[src/common/dual_sar_params.svh]
`ifndef DUAL_SAR_PARAMS_SVH
`define DUAL_SAR_PARAMS_SVH

// configuration word layout
`define CFG_WIDTH 12
`define CFG_LAST_BIT 4'hb
`define CFG_CHAN_HI 11
`define CFG_CHAN_LO 10
`define CFG_FEAT_HI 9
`define CFG_FEAT_LO 8
`define CFG_DEEP_PD 7
`define CFG_NAP 6
`define CFG_AUTONAP 5
`define CFG_REF_OFF 4
`define CFG_SPECIAL_READ 3
`define CFG_CMD_HI 2
`define CFG_CMD_LO 0

// reset values
`define CHAN_RESET_VALUE 2'h0
`define DAC_RESET_VALUE 10'h3ff

// field codes
`define FEAT_UPDATE 2'h1
`define CMD_DAC_WRITE 3'h1
`define CMD_DAC_READ 3'h3
`define CMD_SOFT_RESET 3'h5
`define CHAN_PAIR0 2'h0
`define CHAN_PAIR1_NEG 2'h1
`define CHAN_PAIR1_POS 2'h2
`define CHAN_PAIR1 2'h3

// timing counts in clock cycles, and the first SAR trial code
`define CONVERT_CYCLES 12
`define LAST_CONVERT_STEP 4'hb
`define MIN_ACQ_CYCLES 2'h2
`define MIN_CYCLE_CLOCKS 16
`define SAR_START_CODE 12'h800

`endif

[src/common/dual_sar_pkg.sv]
`include "dual_sar_params.svh"

package dual_sar_pkg;

  typedef enum logic [1:0] {st_acquire, st_convert, st_precharge} seq_state_e;

  typedef enum logic [1:0] {
    pos_pair0_positive,
    pos_pair1_negative,
    pos_pair1_positive
  } pos_route_e;

  typedef struct packed {
    logic active;
    logic [3:0] count;
    logic [`CFG_WIDTH-1:0] shift;
    logic valid;
    logic [`CFG_WIDTH-1:0] word;
  } shifter_s;

  typedef struct packed {
    seq_state_e state;
    logic start_prev;
    logic [3:0] step;
    logic [1:0] acq_count;
    logic busy;
    logic sample_hold;
    logic precharge_active;
    logic acquire_ready;
    logic [`CFG_WIDTH-1:0] trial_a;
    logic [`CFG_WIDTH-1:0] trial_b;
    logic [`CFG_WIDTH-1:0] result_a;
    logic [`CFG_WIDTH-1:0] result_b;
    logic result_valid;
    logic [1:0] chan;
    pos_route_e pos_route;
    logic neg_pair1;
    logic dac_write_pending;
    logic dac_read_pending;
    logic [9:0] dac_code;
    logic reference_off;
    logic deep_power_down;
    logic nap_enable;
    logic autonap_enable;
    logic special_read;
  } seq_s;

endpackage : dual_sar_pkg

[src/hw/config_shifter.sv]
`timescale 1ns/100ps
`default_nettype none
`include "dual_sar_params.svh"

module config_shifter (
  input wire logic clk_sys,
  input wire logic rst,
  input wire logic read_strobe,
  input wire logic serial_config_input,
  output logic word_valid,
  output logic [`CFG_WIDTH-1:0] word
);

  dual_sar_pkg::shifter_s cur;
  dual_sar_pkg::shifter_s next_cur;

  always_comb begin
    next_cur = cur;
    next_cur.valid = 1'b0;
    if (!cur.active && read_strobe) begin
      // frame opens on the first edge the strobe is seen; that bit is the msb
      next_cur.active = 1'b1;
      next_cur.count = 4'h1;
      next_cur.shift = {cur.shift[`CFG_WIDTH-2:0], serial_config_input};
    end else if (cur.active) begin
      next_cur.shift = {cur.shift[`CFG_WIDTH-2:0], serial_config_input};
      next_cur.count = cur.count + 4'h1;
      if (cur.count == `CFG_LAST_BIT) begin
        next_cur.active = 1'b0;
        next_cur.valid = 1'b1;
        next_cur.word = {cur.shift[`CFG_WIDTH-2:0], serial_config_input};
      end
    end
  end

  always_ff @(posedge clk_sys) begin
    if (rst) begin
      cur <= '0;
    end else begin
      cur <= next_cur;
    end
  end

  assign word_valid = cur.valid;
  assign word = cur.word;

endmodule : config_shifter

`default_nettype wire

[src/hw/dual_sar_conversion_sequencer.sv]
// What this block does
// - both channels sample together, convert in parallel
// - codes 00 and 11 pick full pairs
// - codes 01, 10 route pair-1 against pair-0 negative
// - channel bits of config word steer both
// - exactly one pre-charge cycle after each conversion
// - busy low throughout acquisition
// - acquisition from pre-charge end to start edge
// - start edge holds inputs, converting follows
// - read strobe acts on first edge seen
// - cycle is twelve, one, two, one clocks
// - power-on reset restores every default
// - command code 101 resets settings
// - ten-bit code sets reference level
// - busy rises at hold, falls at finish
// - twelve-bit word shifted msb first
// - configuration holds zeros after power-up, reference code 3ff
// - results leave as two's complement
`timescale 1ns/100ps
`default_nettype none
`include "dual_sar_params.svh"

module dual_sar_conversion_sequencer #(
  parameter int RESULT_WIDTH = 12,
  parameter int DAC_WIDTH = 10
) (
  input wire logic clk_sys,
  input wire logic rst,
  input wire logic conversion_start_strobe,
  input wire logic read_strobe,
  input wire logic serial_config_input,
  input wire logic comparator_a,
  input wire logic comparator_b,
  output logic busy,
  output logic sample_hold,
  output logic precharge_active,
  output logic acquire_ready,
  output logic [1:0] positive_route,
  output logic negative_pair1,
  output logic [RESULT_WIDTH-1:0] trial_code_a,
  output logic [RESULT_WIDTH-1:0] trial_code_b,
  output logic [RESULT_WIDTH-1:0] result_a,
  output logic [RESULT_WIDTH-1:0] result_b,
  output logic result_valid,
  output logic [DAC_WIDTH-1:0] dac_code,
  output logic reference_off,
  output logic deep_power_down,
  output logic nap_enable,
  output logic autonap_enable,
  output logic special_read
);

  if (RESULT_WIDTH != `CONVERT_CYCLES) begin : bad_result_width
    $error("result width must equal the number of conversion steps");
  end
  if (DAC_WIDTH != 10) begin : bad_dac_width
    $error("reference code width is fixed at ten bits");
  end

  dual_sar_pkg::seq_s cur;
  dual_sar_pkg::seq_s next_cur;
  logic cfg_valid;
  logic [`CFG_WIDTH-1:0] cfg_word;

  // one successive-approximation step: settle the bit under trial, try the next
  function automatic logic [`CFG_WIDTH-1:0] sar_step(
    input logic [`CFG_WIDTH-1:0] trial,
    input logic [3:0] step,
    input logic keep
  );
    logic [`CFG_WIDTH-1:0] t;
    logic [3:0] bitpos;
    t = trial;
    bitpos = `LAST_CONVERT_STEP - step;
    t[bitpos] = keep;
    if (bitpos != 4'h0) begin
      t[bitpos - 4'h1] = 1'b1;
    end
    return t;
  endfunction : sar_step

  // positive multiplexer leg from the two channel bits
  function automatic dual_sar_pkg::pos_route_e pos_decode(input logic [1:0] chan);
    dual_sar_pkg::pos_route_e r;
    r = dual_sar_pkg::pos_pair0_positive;
    if (chan == `CHAN_PAIR1_NEG) begin
      r = dual_sar_pkg::pos_pair1_negative;
    end else if (chan == `CHAN_PAIR1_POS || chan == `CHAN_PAIR1) begin
      r = dual_sar_pkg::pos_pair1_positive;
    end
    return r;
  endfunction : pos_decode

  config_shifter u_config_shifter (
    .clk_sys(clk_sys),
    .rst(rst),
    .read_strobe(read_strobe),
    .serial_config_input(serial_config_input),
    .word_valid(cfg_valid),
    .word(cfg_word)
  );

  always_comb begin
    next_cur = cur;
    next_cur.result_valid = 1'b0;
    next_cur.start_prev = conversion_start_strobe;

    case (cur.state)
      dual_sar_pkg::st_acquire: begin
        next_cur.busy = 1'b0;
        next_cur.sample_hold = 1'b0;
        next_cur.precharge_active = 1'b0;
        if (cur.acq_count != `MIN_ACQ_CYCLES) begin
          next_cur.acq_count = cur.acq_count + 2'h1;
        end
        // host is told when the two sampling clocks have passed
        next_cur.acquire_ready = (next_cur.acq_count == `MIN_ACQ_CYCLES);
        if (conversion_start_strobe && !cur.start_prev) begin
          // rising edge ends acquisition and freezes both capacitors at once
          next_cur.state = dual_sar_pkg::st_convert;
          next_cur.sample_hold = 1'b1;
          next_cur.busy = 1'b1;
          next_cur.acquire_ready = 1'b0;
          next_cur.step = 4'h0;
          next_cur.trial_a = `SAR_START_CODE;
          next_cur.trial_b = `SAR_START_CODE;
        end
      end

      dual_sar_pkg::st_convert: begin
        // start edges seen here are ignored; the host must not send them
        next_cur.trial_a = sar_step(cur.trial_a, cur.step, comparator_a);
        next_cur.trial_b = sar_step(cur.trial_b, cur.step, comparator_b);
        next_cur.step = cur.step + 4'h1;
        if (cur.step == `LAST_CONVERT_STEP) begin
          // offset binary to two's complement is an msb flip
          next_cur.result_a = next_cur.trial_a ^ `SAR_START_CODE;
          next_cur.result_b = next_cur.trial_b ^ `SAR_START_CODE;
          next_cur.result_valid = 1'b1;
          next_cur.busy = 1'b0;
          next_cur.sample_hold = 1'b0;
          next_cur.precharge_active = 1'b1;
          next_cur.state = dual_sar_pkg::st_precharge;
        end
      end

      dual_sar_pkg::st_precharge: begin
        // single cycle on the reference, then back to the multiplexer
        next_cur.precharge_active = 1'b0;
        next_cur.acq_count = 2'h0;
        next_cur.acquire_ready = 1'b0;
        next_cur.state = dual_sar_pkg::st_acquire;
      end

      default: begin
        next_cur.state = dual_sar_pkg::st_acquire;
      end
    endcase

    if (cfg_valid) begin
      if (cur.dac_write_pending) begin
        next_cur.dac_code = cfg_word[9:0];
        next_cur.dac_write_pending = 1'b0;
      end else if (cur.dac_read_pending) begin
        // readback path is outside this block; the access is consumed
        next_cur.dac_read_pending = 1'b0;
      end else begin
        next_cur.chan = cfg_word[`CFG_CHAN_HI:`CFG_CHAN_LO];
        if (cfg_word[`CFG_FEAT_HI:`CFG_FEAT_LO] == `FEAT_UPDATE) begin
          next_cur.deep_power_down = cfg_word[`CFG_DEEP_PD];
          next_cur.nap_enable = cfg_word[`CFG_NAP];
          next_cur.autonap_enable = cfg_word[`CFG_AUTONAP];
          next_cur.reference_off = cfg_word[`CFG_REF_OFF];
          next_cur.special_read = cfg_word[`CFG_SPECIAL_READ];
        end
        if (cfg_word[`CFG_CMD_HI:`CFG_CMD_LO] == `CMD_DAC_WRITE) begin
          next_cur.dac_write_pending = 1'b1;
        end else if (cfg_word[`CFG_CMD_HI:`CFG_CMD_LO] == `CMD_DAC_READ) begin
          next_cur.dac_read_pending = 1'b1;
        end else if (cfg_word[`CFG_CMD_HI:`CFG_CMD_LO] == `CMD_SOFT_RESET) begin
          // settings only; a conversion in flight runs to completion
          next_cur.chan = `CHAN_RESET_VALUE;
          next_cur.dac_code = `DAC_RESET_VALUE;
          next_cur.deep_power_down = 1'b0;
          next_cur.nap_enable = 1'b0;
          next_cur.autonap_enable = 1'b0;
          next_cur.reference_off = 1'b0;
          next_cur.special_read = 1'b0;
        end
      end
    end

    next_cur.pos_route = pos_decode(next_cur.chan);
    next_cur.neg_pair1 = (next_cur.chan == `CHAN_PAIR1);
  end

  always_ff @(posedge clk_sys) begin
    if (rst) begin
      cur <= '0;
      cur.state <= dual_sar_pkg::st_acquire;
      cur.chan <= `CHAN_RESET_VALUE;
      cur.pos_route <= dual_sar_pkg::pos_pair0_positive;
      cur.dac_code <= `DAC_RESET_VALUE;
    end else begin
      cur <= next_cur;
    end
  end

  assign busy = cur.busy;
  assign sample_hold = cur.sample_hold;
  assign precharge_active = cur.precharge_active;
  assign acquire_ready = cur.acquire_ready;
  assign positive_route = cur.pos_route;
  assign negative_pair1 = cur.neg_pair1;
  assign trial_code_a = cur.trial_a;
  assign trial_code_b = cur.trial_b;
  assign result_a = cur.result_a;
  assign result_b = cur.result_b;
  assign result_valid = cur.result_valid;
  assign dac_code = cur.dac_code;
  assign reference_off = cur.reference_off;
  assign deep_power_down = cur.deep_power_down;
  assign nap_enable = cur.nap_enable;
  assign autonap_enable = cur.autonap_enable;
  assign special_read = cur.special_read;

endmodule : dual_sar_conversion_sequencer

`default_nettype wire

[config.mk]
export PLATFORM = sky130hd
export DESIGN_NAME = dual_sar_conversion_sequencer
export DESIGN_NICKNAME = d
export VERILOG_FILES = /design/src/common/dual_sar_pkg.sv /design/src/hw/config_shifter.sv /design/src/hw/dual_sar_conversion_sequencer.sv
export VERILOG_INCLUDE_DIRS = /design/src /design/src/common
export SDC_FILE = /design/constraint.sdc
export NUM_CORES = 1
export LEC_CHECK = 0
export ABC_AREA = 0
export BUFFER_PORTS_ARGS = -buffer_cell sky130_fd_sc_hd__buf_2
export CAP_MARGIN = 20
export CELL_PAD_IN_SITES_DETAIL_PLACEMENT = 1
export CELL_PAD_IN_SITES_GLOBAL_PLACEMENT = 2
export CORE_MARGIN = 2
export CORE_UTILIZATION = 38
export DETAILED_ROUTE_END_ITERATION = 10
export GPL_ROUTABILITY_DRIVEN = 0
export PLACE_DENSITY = 0.95
export SLEW_MARGIN = 10
export SYNTH_ARGS = -nofsm -noshare
export SYNTH_HDL_FRONTEND = slang
export SYNTH_HIERARCHICAL = 1
export SYNTH_SLANG_ARGS = --single-unit
[constraint.sdc]
create_clock -name clk_sys -period 3.9 [get_ports clk_sys]
set_input_delay 0.78 -clock clk_sys [delete_from_list [all_inputs] [get_ports clk_sys]]
set_output_delay 0.78 -clock clk_sys [all_outputs]
set_load 0.005 [all_outputs]
Yosys cells after proc, flatten, opt, wreduce, memory -nomap -nowiden
Cells that the tools add are included.
W data, S select, Z words.
{"block": "totals", "regBits": 113, "input_bits": 7, "elab_cells": 144, "out_inout_bits": 71}
{"block": "classes", "muxes": 49, "n_addsub": 5, "n_bitwise": 9, "magnitude_cmp": 4, "reduce_logical": 28, "eq_ne": 18}
{"operator": "$mux W12", "n": 4}
{"operator": "$pmux W24 S2", "n": 1}
{"operator": "$mux W15", "n": 3}
{"operator": "$mux W30", "n": 1}
{"operator": "$mux W25", "n": 1}
{"operator": "$bwmux W12", "n": 2}
{"operator": "$mux W2", "n": 12}
{"operator": "$or A12 B12 Y12", "n": 2}
{"operator": "$mux W17", "n": 1}
{"operator": "$mux W16", "n": 1}
{"operator": "$mux W13", "n": 1}
{"operator": "$pmux W2 S2", "n": 3}
{"operator": "$reduce_and A2 Y1", "n": 6}
{"operator": "$lt A4 B5 Y1 const B", "n": 2}
{"operator": "$mux W1", "n": 10}
{"operator": "$mux W10", "n": 1}
{"operator": "$ne A2 B2 Y1 const B", "n": 5}
{"operator": "$reduce_bool A2 Y1", "n": 5}
{"operator": "$add A4 B1 Y4 const B", "n": 2}
{"operator": "$demux W1 S4", "n": 2}
{"operator": "$eq A2 B2 Y1 const B", "n": 4}
{"operator": "$eq A4 B4 Y1 const B", "n": 2}
{"operator": "$ge A4 B1 Y1 const B", "n": 2}
{"operator": "$pmux W4 S2", "n": 1}
{"operator": "other kinds (22)", "n": 39}

Logic depth before layout (Yosys ltp)
{"block": "logic_depth", "ltp_word": 11, "mapped_depth": 8}

Modules after synthesis
Netlist, hierarchy kept.
{"module": "dual_sar_conversion_sequencer", "seq_area_each_um2": 1661.6, "area_per_inst_um2": 4379.2, "instances": 1, "cells_each": 485}
{"module": "config_shifter", "seq_area_each_um2": 580.6, "area_per_inst_um2": 1142.3, "instances": 1, "cells_each": 139}

Worst setup path before layout
Ideal clock, no wire load.
{"block": "synth_path", "kind": "reg-to-reg", "from": "reg cur[79] in the netlist's numbering", "to": "reg cur, in the netlist trial_code_a[0]", "required_ps": 3778, "path_stages_with_launch": 8, "arrival_time_ps": 1921, "slack_ps": 1857, "path_buffers": 1, "path_cell_list": "dfxtp_1 buf_2 inv_1 ha_1 and4bb_1 a2111oi_4 nor2_1 a221o_1"}
{"block": "synth_between", "elab_chain_cells": 10}
{"element": "start: declaration", "line_no": "dual_sar_conversion_sequencer.sv:60", "source": "dual_sar_pkg::seq_s cur;"}
{"element": "start signal: assignment", "line_no": "dual_sar_conversion_sequencer.sv:205", "source": "cur <= next_cur;"}
{"element": "$sub A4 B4 Y4 (no line) *"}
{"element": "$sub A4 B1 Y4 (tied with other cells)", "line_no": "dual_sar_conversion_sequencer.sv:77", "source": "t[bitpos - 4'h1] = 1'b1;"}
{"element": "$lt A4 B5 Y1 (not written as such) (tied with other cells)", "line_no": "dual_sar_conversion_sequencer.sv:77"}
{"element": "$logic_and A1 B1 Y1 (not written as such) / $mux W1 (equally long branches)", "line_no": "dual_sar_conversion_sequencer.sv:77, dual_sar_conversion_sequencer.sv:75"}
{"element": "$mux W1 (not written as such) / $demux W1 S4 (equally long branches)", "line_no": "dual_sar_conversion_sequencer.sv:77, dual_sar_conversion_sequencer.sv:75"}
{"element": "$demux W1 S4 / $bwmux W12 (equally long branches)", "line_no": "dual_sar_conversion_sequencer.sv:77, dual_sar_conversion_sequencer.sv:75"}
{"element": "$or A12 B12 Y12 (no line)"}
{"element": "$mux W12 *", "line_no": "dual_sar_conversion_sequencer.sv:76", "source": "if (bitpos != 4'h0) begin"}
{"element": "$mux W12 *", "line_no": "dual_sar_conversion_sequencer.sv:108", "source": "case (cur.state)"}
{"element": "$pmux W24 S2 *", "line_no": "dual_sar_conversion_sequencer.sv:108"}
Every way passes the cells marked *; elsewhere a longest branch is shown, timed or not. The select of a mux whose other input is x is not followed.
A chain may end at the register's enable or synchronous reset.

Worst setup path in the final report
{"block": "layout_path", "from": "reg cur[78] in the netlist's numbering", "to": "reg cur, in the netlist trial_code_a[0]"}
Same word-level chain as after synthesis.

==> metrics.md <==
| Metric | Value |
|---|---|
| Hold_buf cts | `0` |
| FILL cells | `1686` |
| Global-route usage over all layers | `0.182` |
| # setup viols final | `0` |
| Post-synth top area cell | `dfxtp_1` |
| Clock Path Buffers | `2` |
| Pins Over Slew Limit | `0` |
| Top_reg_cell synth | `dfxtp_1` |
| DRC viols | `0` |
| Maxcap violations | `0` |
| CTS tree | `done` |
| Worst slew pin tran | `882 ps` |
| Most frequent cells in the layout | `112 x dfxtp_1, 77 x buf_2, 65 x nand2_1, 48 x a21oi_1, 32 x o21ai_0` |
| Sinks on Clock Net | `112` |
| Design area | `5720 µm²` |
| 1st-pass router iterations | `4` |
| Global-route wire length before repair | `23100 µm` |
| Vias in the first global route | `4455` |
| Post-synth EDFFs | `0` |
| Post-synth net total | `643` |
| Nets | `623` |
| GR peak layer | `met2` |
| Area of the multi-input gates | `2470 µm²` |
| Share of cells above drive strength 1 | `0.201` |
| Vias | `4305` |
| Starting DRT DRC Count | `240` |
| Final min period | `2710 ps` |
| Clk Latency, worst-skew pair | `370 ps` |
| Worst EP required | `4150 ps` |
| Area Growth Syn to Fin | `3.56%` |
| Synth area leaders | `dfxtp_1 41%, buf_4 10%, nand2_1 4.4%, a21oi_1 4.4%, mux2i_1 3.6%` |
| Fin Clk Skew | `10.4 ps` |
| Initial core utilization | `0.384` |
| Total congestion overflow | `0` |
| Post-CTS setup buffers | `0` |
| Leakage | `2.31 nW` |
| Run status | `finished clean` |
| Register area share after synthesis | `0.406` |
| Seq. cell area | `2240 µm²` |
| Final TNS setup | `0 ps` |
| Final wirelength | `13900 µm` |
| Avg Inst Size Synth | `8.85 µm²` |
| Cells after Synth | `624` |
| Met2 Use GR | `0.305` |
| Htree depth | `3` |
| Cell variety after synth | `64` |
| Initial antenna violation count | `1` |
| Largest net degree at the start of global routing | `47` |
| Cell area after synthesis | `5520 µm²` |
| M1 GR Usage | `0.233` |
| Post-DRT Antenna Nets | `0` |
| Core area | `14400 µm²` |
| TritonCTS Buffers | `9` |
| Critical Path Fanout Max | `23` |
| Setup crit start kind | `flop` |
| PD cells | `389 nW/µm²` |
| CTS root buffer | `clkbuf_16` |
| Vias/cell | `5.44` |
| Most common cell after layout, fill and taps aside | `dfxtp_1` |
| RSZ-0062 raised after global routing | `false` |
| M3 GR Usage | `0.0391` |
| Clock-pin slew on the worst setup and hold paths | `70 ps` |
| Peak supply drop | `0.196 mV` |
| Final period util | `0.695` |
| Slew headroom | `0.412` |
| Crit. End Element | `flop` |
| Synth top area share | `0.406` |
| Crit Path Class | `reg2reg` |
| Die W | `125 µm` |
| Number of synthesized register bits | `112` |
| Die height | `125 µm` |
| WL per Instance | `17.5 µm` |
| Final Hold Vio Count | `0` |
| DP Area | `5430 µm²` |
| Number of diodes | `0` |
| Cts repair resizes | `0` |
| Data arrival, critical path | `2960 ps` |
| IO Pins | `78` |
| Fmax | `369 MHz` |
| DP Wirelength | `9780 µm` |
| DIE AREA | `15500 µm²` |
| Type of the tightest min-delay check | `reg2reg` |
| PortBufs | `77` |
| Synth warn | `6` |
| Row count | `44` |
| Post-synth ARST share | `0` |
[layout make-up]
type                       count  area share
clock inverter                 6      0.0105
tap                          184      0.0403
inverter                      20      0.0131
multi-input combinational    380       0.432
clock buffer                   9      0.0394
sequential                   112       0.392
timing repair buffer          81      0.0726
[metal layers]
layer	share of wire	vias to the layer above
li1	-	2086
met2	0.49	74
met3	0.038	19
met5	0.00079	-
met1	0.46	2124
met4	0.016	2
[stage by stage]
| step | power, mW | hold WS [ps] | util | setup WS (ps) | std cells |
|---|---|---|---|---|---|
| final | 2.23 | 457 | 0.398 | 1190 | 792 |
| after global routing | 2.32 | 496 | 0.398 | 987 | 792 |
| after CTS | 2.25 | 463 | 0.398 | 1230 | 792 |
| after detailed placement | 1.34 | 450 | 0.378 | 1250 | 777 |
| after global placement | 1.33 | 442 | 0.378 | 1360 | 777 |
| after floorplan | 1.31 | 432 | - | 1860 | 624 |
[cells by family after synthesis]
kind of cell | count (synthesis) | share of synthesized area
buf+inv | 132 | 0.148
flops | 112 | 0.406
fa+ha+maj | 12 | 0.0272
mux | 28 | 0.0526
compound gates | 167 | 0.206
simple gates | 173 | 0.161
[cells in the mapped netlist (2+ instances only)]
cell and n:
dfxtp_1 112, buf_4 75, nand2_1 65, a21oi_1 48
o21ai_0 32, nor2_1 25, inv_1 20, mux2i_1 20
buf_2 18, nand3_1 18, clkbuf_1 16, a31oi_1 15
ha_1 12, o22a_1 10, and3_1 9, o211ai_1 9
mux2_2 8, and2_1 7, nor3_1 7, a211oi_1 6
a22oi_1 6, nand2b_1 6, nand3b_1 6, a22o_1 5
nor2b_1 5, o2bb2ai_1 5, a221o_1 4, nor3b_1 4
a21bo_2 3, nand4b_1 3, or2_2 3, a21boi_0 2
a21oi_2 2, a311oi_1 2, a32o_1 2, and3b_1 2
buf_6 2, nand4_1 2, o21bai_1 2, o221ai_1 2
[power by group]
group,switching [mW],total (mW),internal [mW]
Combinational,0.0885,0.138,0.0490
Sequential,0.0198,1.18,1.16
Clock,0.465,0.910,0.445
Total,0.573,2.23,1.65
[sequential cells by signal, summed over array words and instances (netlist names), 2 cells and up]
| signal | cells |
|---|---|
| u_config_shifter/cur | 16 |
| cur | 13 |
| result_a | 12 |
| result_b | 12 |
| trial_code_a | 12 |
| trial_code_b | 12 |
| u_config_shifter/word | 12 |
| dac_code | 10 |
| positive_route | 2 |
[final timing paths]
| path | startpoint | to | slack, ps | cells after the start |
|---|---|---|---|---|
| min reg2reg | precharge_active$_SDFFE_PP0P_ | precharge_active$_SDFFE_PP0P_ | 460 | 2 |
| max | cur[78]$_SDFFE_PP0P_ | trial_code_a[0]$_SDFFE_PP0P_ | 1190 | 5 |
| max reg2reg | cur[78]$_SDFFE_PP0P_ | trial_code_a[0]$_SDFFE_PP0P_ | 1190 | 5 |
| min | precharge_active$_SDFFE_PP0P_ | precharge_active$_SDFFE_PP0P_ | 460 | 2 |
[worst max-delay path: stages, from the launching register on]
cell	delay, ps
dfxtp_1	570
ha_1	710
a21boi_0	440
a221o_1	430
and3_1	200
a221o_1	250
Note: power is estimated with default switching activity, not from simulation.
